--- config.mk ---
export PLATFORM = sky130hd
export DESIGN_NAME = twsm_ctrl
export DESIGN_NICKNAME = d
export VERILOG_FILES = /design/src/twsm_tick.v /design/src/twsm_shift.v /design/src/twsm_ctrl.v
export VERILOG_INCLUDE_DIRS = /design/src /design/src/src
export SDC_FILE = /design/constraint.sdc
export NUM_CORES = 1
export LEC_CHECK = 0
export ABC_AREA = 1
export BUFFER_PORTS_ARGS = -buffer_cell sky130_fd_sc_hd__buf_2
export CAP_MARGIN = 5
export CORE_MARGIN = 3
export CORE_UTILIZATION = 58
export CTS_CLUSTER_SIZE = 8
export DETAILED_ROUTE_END_ITERATION = 10
export GPL_TIMING_DRIVEN = 0
export PLACE_DENSITY_LB_ADDON = 0.05
export REMOVE_ABC_BUFFERS = 1
export SLEW_MARGIN = 10
export SYNTH_ARGS = -nofsm -noshare
export SYNTH_HDL_FRONTEND = slang
export SYNTH_SLANG_ARGS = --single-unit
--- constraint.sdc ---
create_clock -name clk -period 3.5 [get_ports clk]
set_input_delay 0.175 -clock clk [delete_from_list [all_inputs] [get_ports clk]]
set_output_delay 0.175 -clock clk [all_outputs]
set_load 0.02 [all_outputs]
--- src/twsm_map.vh ---
// constants for the two-wire single-master controller
`ifndef TWSM_MAP_VH
`define TWSM_MAP_VH
// ==================================================
// timing
`define TWSM_PRESCALE 16
`define TWSM_DIV_MUL 16
`define TWSM_DIV_ADD 4
`define TWSM_PHASES 4
`define TWSM_PCLK_MAX_MHZ 33
`define TWSM_DIV_W 4
`define TWSM_DIV_RST 4'h4
// ==================================================
// data register layout
`define TWSM_DATA_W 24
`define TWSM_RW_BIT 16
`define TWSM_BYTE_W 8
`endif

--- src/twsm_tick.v ---
// quarter-bit tick generator: fixed prescaler then programmable divider
`timescale 1ns/100ps
`default_nettype none
`include "twsm_map.vh"
module twsm_tick #(
   parameter DIV_W = `TWSM_DIV_W
) (
   input wire clk,
   input wire rst,
   input wire ce,
   input wire run,
   input wire [DIV_W-1:0] bit_rate_divider,
   output wire tick
);
   // ==================================================
   // prescaler and divider
   reg [3:0] pre_q;
   reg [DIV_W-1:0] unit_q;
   wire pre_tc;
   // [RQ3] fixed divide by 16
   assign pre_tc = (pre_q == 4'hF);
   // [RQ5] phase is div prescaled units plus 4 clocks: 16*div+4 clocks
   assign tick = run && (unit_q == bit_rate_divider) && (pre_q == 4'h3);
   always @(posedge clk) begin
      if (rst) begin
         pre_q <= 4'h0;
         unit_q <= {DIV_W{1'b0}};
      end else if (ce) begin
         // restart whenever the phase may not run, so a wait costs a phase
         if (!run || tick) begin
            pre_q <= 4'h0;
            unit_q <= {DIV_W{1'b0}};
         end else begin
            pre_q <= pre_q + 4'h1;
            // [RQ4] divider counts prescaled units
            if (pre_tc) begin
               unit_q <= unit_q + {{(DIV_W-1){1'b0}}, 1'b1};
            end
         end
      end
   end
endmodule
`default_nettype wire

--- src/twsm_shift.v ---
// 24-bit data register: load, shift left, receive into low byte
`timescale 1ns/100ps
`default_nettype none
`include "twsm_map.vh"
module twsm_shift #(
   parameter W = `TWSM_DATA_W
) (
   input wire clk,
   input wire rst,
   input wire ce,
   input wire load,
   input wire [W-1:0] load_data,
   input wire shift,
   input wire shift_in,
   output wire msb,
   output wire [W-1:0] data
);
   reg [W-1:0] data_q;
   assign msb = data_q[W-1];
   assign data = data_q;
   always @(posedge clk) begin
      if (rst) begin
         data_q <= {W{1'b0}};
      end else if (ce) begin
         if (load) begin
            data_q <= load_data;
         // [RQ12] msb first, shift left
         end else if (shift) begin
            data_q <= {data_q[W-2:0], shift_in};
         end
      end
   end
endmodule
`default_nettype wire

--- src/twsm_ctrl.v ---
// two-wire single-master sequencer with bit-bang bypass
`timescale 1ns/100ps
`default_nettype none
`include "twsm_map.vh"
// Contract
// [RQ1] sole master, no arbitration, any number of slaves
// [RQ2] all bit timing comes from the system clock
// [RQ3] fixed divide-by-16 prescale stage
// [RQ4] programmable divider slows bit rate to 100 kHz or less
// [RQ5] bit rate is clock / (4*(16*div+4))
// [RQ6] slave may hold clock low; master waits for release
// [RQ7] start: data falls while clock high
// [RQ8] start only at cycle begin or after a whole byte
// [RQ9] stop: data rises while clock high, allowed anytime
// [RQ10] data stable while clock high except start and stop
// [RQ11] write: start, two or three acked bytes, stop
// [RQ12] bytes from 24-bit register shifted left, msb first
// [RQ13] bit 0 of first byte: low write, high read
// [RQ14] control bit picks two or three byte write
// [RQ15] read: start, acked byte, receive byte, nack, stop
// [RQ16] received byte shifts into third byte field
// [RQ17] completion raises an interrupt
// [RQ18] status shows whether all acknowledges arrived
// [RQ19] software may disable sequencer and drive pins directly
// [RQ20] lines open-drain; actual levels sensed
// [RQ21] ninth clock samples ack; missing ack clears success
module twsm_ctrl #(
   parameter DIV_W = `TWSM_DIV_W
) (
   input wire clk,
   input wire rst,
   input wire ce,
   input wire start,
   input wire [7:0] first_tx_byte,
   input wire [7:0] second_tx_byte,
   input wire [7:0] third_byte_or_rx_data,
   input wire three_byte_write_select,
   input wire [DIV_W-1:0] bit_rate_divider,
   input wire hw_enable,
   input wire sw_scl,
   input wire sw_sda,
   input wire scl_in,
   input wire sda_in,
   output wire scl_out,
   output wire scl_oe_n,
   output wire sda_out,
   output wire sda_oe_n,
   output wire [23:0] data_out,
   output wire busy,
   output reg done_irq,
   output reg slave_ack_ok_status,
   output wire scl_level,
   output wire sda_level
);
   // ==================================================
   // states
   localparam [5:0] S_IDLE = 6'h01;
   localparam [5:0] S_START = 6'h02;
   localparam [5:0] S_BIT = 6'h04;
   localparam [5:0] S_ACK = 6'h08;
   localparam [5:0] S_STOP = 6'h10;
   localparam [5:0] S_DONE = 6'h20;

   reg [5:0] state_q;
   reg [1:0] ph_q;
   reg [2:0] bit_q;
   reg [1:0] byte_q;
   reg [1:0] nbytes_q;
   reg rd_q;
   reg scl_q;
   reg sda_q;
   reg rx_q;
   wire tick;
   wire adv;
   wire hold;
   wire run;
   wire msb;
   wire sh_load;
   wire sh_shift;
   wire rx_byte;
   wire last_byte;
   wire scl_drv;
   wire sda_drv;

   assign run = hw_enable && (state_q != S_IDLE) && (state_q != S_DONE);
   assign busy = run;
   // [RQ2] phase ticks from the system clock
   twsm_tick #(.DIV_W(DIV_W)) u_tick (
      .clk(clk),
      .rst(rst),
      .ce(ce),
      .run(run && !hold),
      .bit_rate_divider(bit_rate_divider),
      .tick(tick)
   );

   // [RQ6] slave keeps scl low after release: phase restarts on release
   assign hold = scl_q && !scl_in;
   assign adv = tick && !hold;
   assign rx_byte = rd_q && (byte_q == 2'h1);
   assign last_byte = (byte_q == nbytes_q);
   assign sh_load = ce && start && (state_q == S_IDLE ||
      state_q == S_DONE) && hw_enable;
   // [RQ16] read data enters the low byte as the register shifts
   assign sh_shift = (state_q == S_BIT) && adv && (ph_q == 2'h3);

   twsm_shift #(.W(`TWSM_DATA_W)) u_shift (
      .clk(clk),
      .rst(rst),
      .ce(ce),
      .load(sh_load),
      .load_data({first_tx_byte, second_tx_byte, third_byte_or_rx_data}),
      .shift(sh_shift),
      .shift_in(rx_byte ? rx_q : 1'b0),
      .msb(msb),
      .data(data_out)
   );

   // ==================================================
   // sequencer
   // each bit is four phases: 0 scl low/set data, 1 scl high,
   // 2 scl high/sample, 3 scl low
   always @(posedge clk) begin
      if (rst) begin
         state_q <= S_IDLE;
         ph_q <= 2'h0;
         bit_q <= 3'h0;
         byte_q <= 2'h0;
         nbytes_q <= 2'h0;
         rd_q <= 1'b0;
         scl_q <= 1'b1;
         sda_q <= 1'b1;
         rx_q <= 1'b0;
         done_irq <= 1'b0;
         slave_ack_ok_status <= 1'b0;
      end else if (ce) begin
         done_irq <= 1'b0;
         case (state_q)
            S_IDLE, S_DONE: begin
               scl_q <= 1'b1;
               sda_q <= 1'b1;
               // [RQ8] start only from an idle bus
               if (start && hw_enable) begin
                  state_q <= S_START;
                  ph_q <= 2'h0;
                  bit_q <= 3'h0;
                  byte_q <= 2'h0;
                  // [RQ13] read when bit 0 of first byte is high
                  rd_q <= first_tx_byte[0];
                  // [RQ14] [RQ11] two or three bytes on write
                  nbytes_q <= first_tx_byte[0] ? 2'h1 :
                     (three_byte_write_select ? 2'h2 : 2'h1);
                  slave_ack_ok_status <= 1'b1;
               end
            end
            S_START: if (adv) begin
               ph_q <= ph_q + 2'h1;
               // [RQ7] data falls while scl high, then scl falls
               if (ph_q == 2'h1) sda_q <= 1'b0;
               if (ph_q == 2'h3) begin
                  scl_q <= 1'b0;
                  state_q <= S_BIT;
               end
            end
            S_BIT: if (adv) begin
               ph_q <= ph_q + 2'h1;
               case (ph_q)
                  // [RQ10] data changes only while scl low
                  2'h0: sda_q <= rx_byte ? 1'b1 : msb;
                  2'h1: scl_q <= 1'b1;
                  2'h2: rx_q <= sda_in;
                  default: begin
                     scl_q <= 1'b0;
                     bit_q <= bit_q + 3'h1;
                     if (bit_q == 3'h7) state_q <= S_ACK;
                  end
               endcase
            end
            S_ACK: if (adv) begin
               ph_q <= ph_q + 2'h1;
               case (ph_q)
                  // [RQ15] master nack after the received byte
                  2'h0: sda_q <= 1'b1;
                  2'h1: scl_q <= 1'b1;
                  2'h2: begin
                     // [RQ21] ninth clock ack sample
                     if (!rx_byte && sda_in) slave_ack_ok_status <= 1'b0;
                  end
                  default: begin
                     scl_q <= 1'b0;
                     byte_q <= byte_q + 2'h1;
                     // [RQ9] stop after last byte or a missing ack
                     if (last_byte || (!rx_byte && sda_in)) begin
                        state_q <= S_STOP;
                     end else begin
                        state_q <= S_BIT;
                     end
                  end
               endcase
            end
            S_STOP: if (adv) begin
               ph_q <= ph_q + 2'h1;
               case (ph_q)
                  2'h0: sda_q <= 1'b0;
                  2'h1: scl_q <= 1'b1;
                  // [RQ9] data rises while scl high
                  2'h2: sda_q <= 1'b1;
                  default: begin
                     state_q <= S_DONE;
                     // [RQ17] [RQ18] completion pulse with status
                     done_irq <= 1'b1;
                  end
               endcase
            end
            default: state_q <= S_IDLE;
         endcase
      end
   end

   // ==================================================
   // pins
   // [RQ19] bit-bang bypass when sequencer disabled
   assign scl_drv = hw_enable ? scl_q : sw_scl;
   assign sda_drv = hw_enable ? sda_q : sw_sda;
   // [RQ20] open drain: only ever drive low, release for high
   // [RQ1] no arbitration logic: lines are assumed ours alone
   assign scl_out = 1'b0;
   assign sda_out = 1'b0;
   assign scl_oe_n = scl_drv;
   assign sda_oe_n = sda_drv;
   assign scl_level = scl_in;
   assign sda_level = sda_in;
endmodule
`default_nettype wire

# Word-level counts from Yosys, hierarchy flattened
# Index checks and enable logic that the tools add are counted.
# classes
addsub	5
n_eq_ne	37
mux	57
n_reduce_logical	46
# ops
operator	count
6-bit two-way mux	10
24-bit two-way mux	2
2-bit != test, second input constant	15
6-bit case mux with 5 select lines	1
1-bit two-way mux	23
1-bit logical AND	15
2-bit two-way mux	6
4-bit two-way mux	3
11-bit AND reduction	1
10-bit AND reduction	1
5-bit AND reduction	2
2-bit nonzero test	5
3-bit two-way mux	3
4-bit by 1-bit adder with 4-bit output, second input constant	2
2-bit by 1-bit != test with 1-bit output, second input constant	4
2-bit case mux with 2 select lines	2
4-bit AND reduction	2
8-bit AND reduction	1
6-bit by 1-bit == test with 1-bit output, second input constant	1
6-bit by 2-bit == test with 1-bit output, second input constant	1
6-bit by 3-bit == test with 1-bit output, second input constant	1
6-bit by 4-bit == test with 1-bit output, second input constant	1
6-bit by 5-bit == test with 1-bit output, second input constant	1
6-bit == test, second input constant	1
other kinds (28)	41
# totals
reg_bits	53
inputBits	38
output_inout_bits	33
word_cells	159

# Longest topological paths before layout
# logic_depth
word_depth	11
ltp_mapped	14
mapped_depth_nobuf	14

# Hierarchy
# A second synthesis with hierarchy kept.
# hier_totals
hier_cells	531
hier_area_um2	3357.0
# modules_own_cells
module	n_inst	cells_per_inst	area_per_inst_um2	seq_area_each_um2
twsm_ctrl	1	250	1631.6	420.4
twsm_shift	1	208	1249.9	480.5
twsm_tick	1	73	475.5	160.2

# Least setup slack after synthesis
# No wires, ideal clock.
# synth_path
path_type	reg2reg
from	register u_tick.pre_q[0]
to	register u_shift.data_q[1] (netlist: u_shift.data[1])
setup_time_ps	116
arrival_ps	1610
required_ps	3384
slack_ps	1775
stages_incl_launch_ff	12
path_buffers	1
synth_period_minus_slack_ps	1725
path_cell_list	dfxtp_1 > ha_1 > nand3_1 > nor2_2 > nand2_2 > nor2_4 > nand2_4 > o21ai_4 > nand2_4 > buf_6 > o21ai_0 > nor2_1
# synth_between
elab_chain_len	7
# synth_lines
item	line	rtl
start, declared	twsm_tick.v:17	reg [3:0] pre_q;
start signal, assigned	twsm_tick.v:34	pre_q <= pre_q + 4'h1;
4-bit by 2-bit == test with 1-bit output	twsm_tick.v:23	assign tick = run && (unit_q == bit_rate_divider) && (pre_q == 4'h3);
1-bit logical AND	twsm_tick.v:23	
1-bit logical AND	twsm_ctrl.v:99	assign adv = tick && !hold;
1-bit logical AND (2 in series)	twsm_ctrl.v:105	assign sh_shift = (state_q == S_BIT) && adv && (ph_q == 2'h3);
2-bit nonzero test (no line)	--	
2-bit AND reduction (no line)	--	
end signal, assigned	twsm_shift.v:23	data_q <= {W{1'b0}};
end signal, assigned	twsm_shift.v:26	data_q <= load_data;
end signal, assigned	twsm_shift.v:29	data_q <= {data_q[W-2:0], shift_in};
end, declared	twsm_shift.v:18	reg [W-1:0] data_q;
# Every way passes these cells.
# A chain may end at the register's enable or synchronous reset.

# Final worst setup path
# layout_path
from	register state_q[4]
to	register u_shift.data_q[16] (netlist: u_shift.data[16])
# layout_between
elab_chain_len	11
word_cells_on_any_way	19
classes_between	5 x eq/ne; 1 x mux; 13 x reduce/logical
# layout_lines
item	line	rtl
start, declared	twsm_ctrl.v:64	reg [5:0] state_q;
start signal, assigned	twsm_ctrl.v:125	state_q <= S_IDLE;
start signal, assigned	twsm_ctrl.v:144	state_q <= S_START;
start signal, assigned	twsm_ctrl.v:162	state_q <= S_BIT;
6-bit by 1-bit != test with 1-bit output	twsm_ctrl.v:85	assign run = hw_enable && (state_q != S_IDLE) && (state_q != S_DONE);
1-bit logical AND (2 in series)	twsm_ctrl.v:85	
1-bit logical AND	twsm_ctrl.v:92	.run(run && !hold),
1-bit logical AND (2 in series)	twsm_tick.v:23	
1-bit logical AND	twsm_ctrl.v:99	
1-bit logical AND (2 in series)	twsm_ctrl.v:105	
2-bit nonzero test (no line)	--	
2-bit AND reduction (no line)	--	
# Several ways; a longest one is shown, not always the timed one.

==> flow_summary.yaml <==
finish:
  drive_gt1_share_pct: 18.9
  syn2layout_area_growth_pct: 13.7
  fin_nets: 576
  mostFrequentLayoutCell: "nand2_1"
  final_cell_mix: "nand2_1, nor2_1, buf_2, dfxtp_1, inv_1"
  antenna_cells: 0
  final_cells: 597
worst_setup_path:
  crit_buf_inv: 1
  critical_path_class: "flop to flop"
  path_cells: "nor2_1 > nand3_1 > nand2_2 > nand2_2 > inv_2 > nand2_1 > nand2_1 > nand2_1 > a21oi_1"
  cp_max_fo: 27
  end_kind: "flop"
  crit_family: "simple AND/OR/NAND/NOR gates"
  worstPathArrival_ns: 2.50
  max_stage_delay_ns: 0.50
  critPathLaunchType: "flop"
  crit_top_cell: "nand2_1"
  cp.required_ns: 3.74
  worst_path_max_delay_cell: "inv_2"
  reg2reg_slack_ns: 1.24
synthesis:
  syn_inst: 472
  netlist.area_leader.share_pct: 34.8
  synth_warnings: 0
  yosysUniqueCellTypes: 32
  synth.largest_area_cell: "dfxtp_1"
  yosysSeqAreaShare_pct: 34.8
  post_synth.cell_area_avg_sq_um: 6.46
  synth-seq-cells: 53
  synth_area_leaders: "dfxtp_1, nand2_1, nor2_1"
  syn_area_sq_um: 3050
pwr:
  power_density_nw_per_um2: 716
  peakVddDrop_mv: 0.608
  p_leak_nw: 1.80
global_route:
  grt_max_degree: 39
  grt_pass1_wl_mm: 11.8
  grt_pass1_vias: 2756
  grt_use_total_pct: 23.0
  antenna_found_initial: 0
  grt.overflow.total: 0
detailed_routing:
  first_pass_iters: 4
  route.detailed.drc: 0
  finalWirelength_mm: 6.79
  route.vias.total: 3044
  routedWlPerCell_um: 11.4
  viasPerCell: 5.10
  ant_nets: 0
  drt-initial-drc-count: 233
timing:
  hold_violations: 0
  rsz0062_at_grt: "no"
  maxSlewViolCount: 0
  finalCritPeriodShare_pct: 64.5
  setup_viol: 0
  worstMarginPinSlew_ns: 1.07
  finalCriticalPeriod_ns: 2.26
  fin_skew_ns: 0.0102
  setup_tns_ns: 0
  fmax_ghz: 0.443
  max_slew_margin_pct: 28.3
floorplan:
  die_area_sq_um: 6160
  io_pins: 71
  die_h_um: 78.5
  num_rows: 25
  core_area_sq_um: 4910
  start_util_pct: 62.1
  die_w_um: 78.5
cts:
  clk_latency_ns: 0.31
  ctsResizeCount: 0
  postCtsSetupBuffers: 0
  ctsRootBufferMaster: "clkbuf_8"
  path_clk_slew_ns: 0.10
  cts_max_level: 2
  numCtsBuffers: 5
  clock_sinks: 53
  clockBufferDepth: 2
  cts_tree: "built"
  postCtsHoldBufs: 0
hold_path:
  hold_path.class: "input pin to flop"
placement:
  dpl.cell_count: 589
  gp_congestion: 0.860
  dp_hpwl_mm: 4.73
  io_buffers: 68
outcome:
  outcome: "completed"
run:
  cap_violations: 0
==> final cells by class <==
| class | count | area (sq um) |
|---|---|---|
| Clock inverter | 2 | 37.5 |
| Fill cell | 438 | 1440 |
| Clock buffer | 6 | 82.6 |
| Sequential cell | 53 | 1060 |
| Inverter | 48 | 185 |
| Tap cell | 67 | 83.8 |
| Multi-Input combinational cell | 353 | 1680 |
| Timing Repair Buffer | 68 | 340 |
==> final timing paths <==
check	from	endpoint	cells after the start
max reg2reg	state_q[4]	u_shift.data[16]	9
max	state_q[4]	u_shift.data[16]	9
min	first_tx_byte[0]	nbytes_q[0]	3
min reg2reg	rx_q	rx_q	2
==> synthesized netlist by cell type <==
cell type,count
clkbuf_1,6
xnor2_1,2
buf_2,2
xor2_1,5
ha_1,9
nand3_1,17
inv_6,1
o221ai_1,1
o21ai_4,1
conb_1,1
buf_4,7
nor3_1,3
nand2_2,5
inv_1,42
nand3b_1,1
nor2_1,93
o21ai_1,5
nand2_1,130
nor2_4,3
o21ai_0,33
buf_6,4
a21oi_4,1
a21oi_1,22
o21a_1,1
o31ai_1,1
inv_2,5
nand3_2,1
nand4_1,10
nor2_2,4
a21oi_2,1
dfxtp_1,53
nand2_4,2
==> logic make-up after synthesis <==
family          count (synthesis)  synth area share (%)
fa+ha+maj                       9                  3.69
other cells                     1                 0.123
flops                          53                  34.8
compound gates                 66                  12.0
simple gates                  269                  37.1
buf+inv                        67                  10.3
xor+xnor                        7                  2.01
==> worst min-delay path, stage by stage <==
cell and delay [ns]:
buf_2 0.08, nor3_1 0.06, nor2_1 0.08
==> through the flow <==
stage / power [mW] / worst slack (ns) / util [%] / hold WS, ns / area (sq um)
6_report: 2.48 / 1.24 / 70.6 / 0.128 / 3470
5_1_grt: 2.71 / 0.919 / 70.6 / 0.158 / 3470
4_1_cts: 2.50 / 1.26 / 70.6 / 0.121 / 3470
3_5_place_dp: 2.06 / 1.29 / 68.2 / 0.444 / 3350
3_3_place_gp: 2.03 / 1.36 / 68.2 / 0.441 / 3350
2_1_floorplan: 1.75 / 1.77 / - / 0.244 / 2920
==> layer usage <==
| metal | part of all wire (%) | global-route usage, % | up-vias |
|---|---|---|---|
| met5 | 0 | 0 | - |
| met4 | 1.3 | 7.34 | 0 |
| met1 | 46 | 28.4 | 1363 |
| met3 | 6.3 | 4.82 | 10 |
| li1 | - | - | 1582 |
| met2 | 47 | 39.6 | 89 |
==> where the power goes <==
group	total (mW)	switching, mW	internal, mW
Clock	0.436	0.203	0.233
Combinational	1.19	0.801	0.389
Sequential	0.858	0.105	0.753
==> state kept, by name, summed over array words and instances, names as in the netlist <==
register and count:
rd_q 1, u_shift.data 24, sda_q 1, nbytes_q 2
u_tick.pre_q 4, u_tick.unit_q 4, slave_ack_ok_status 1, bit_q 3
scl_q 1, ph_q 2, byte_q 2, state_q 6
rx_q 1, done_irq 1
Power figures use the tool's default switching activity.
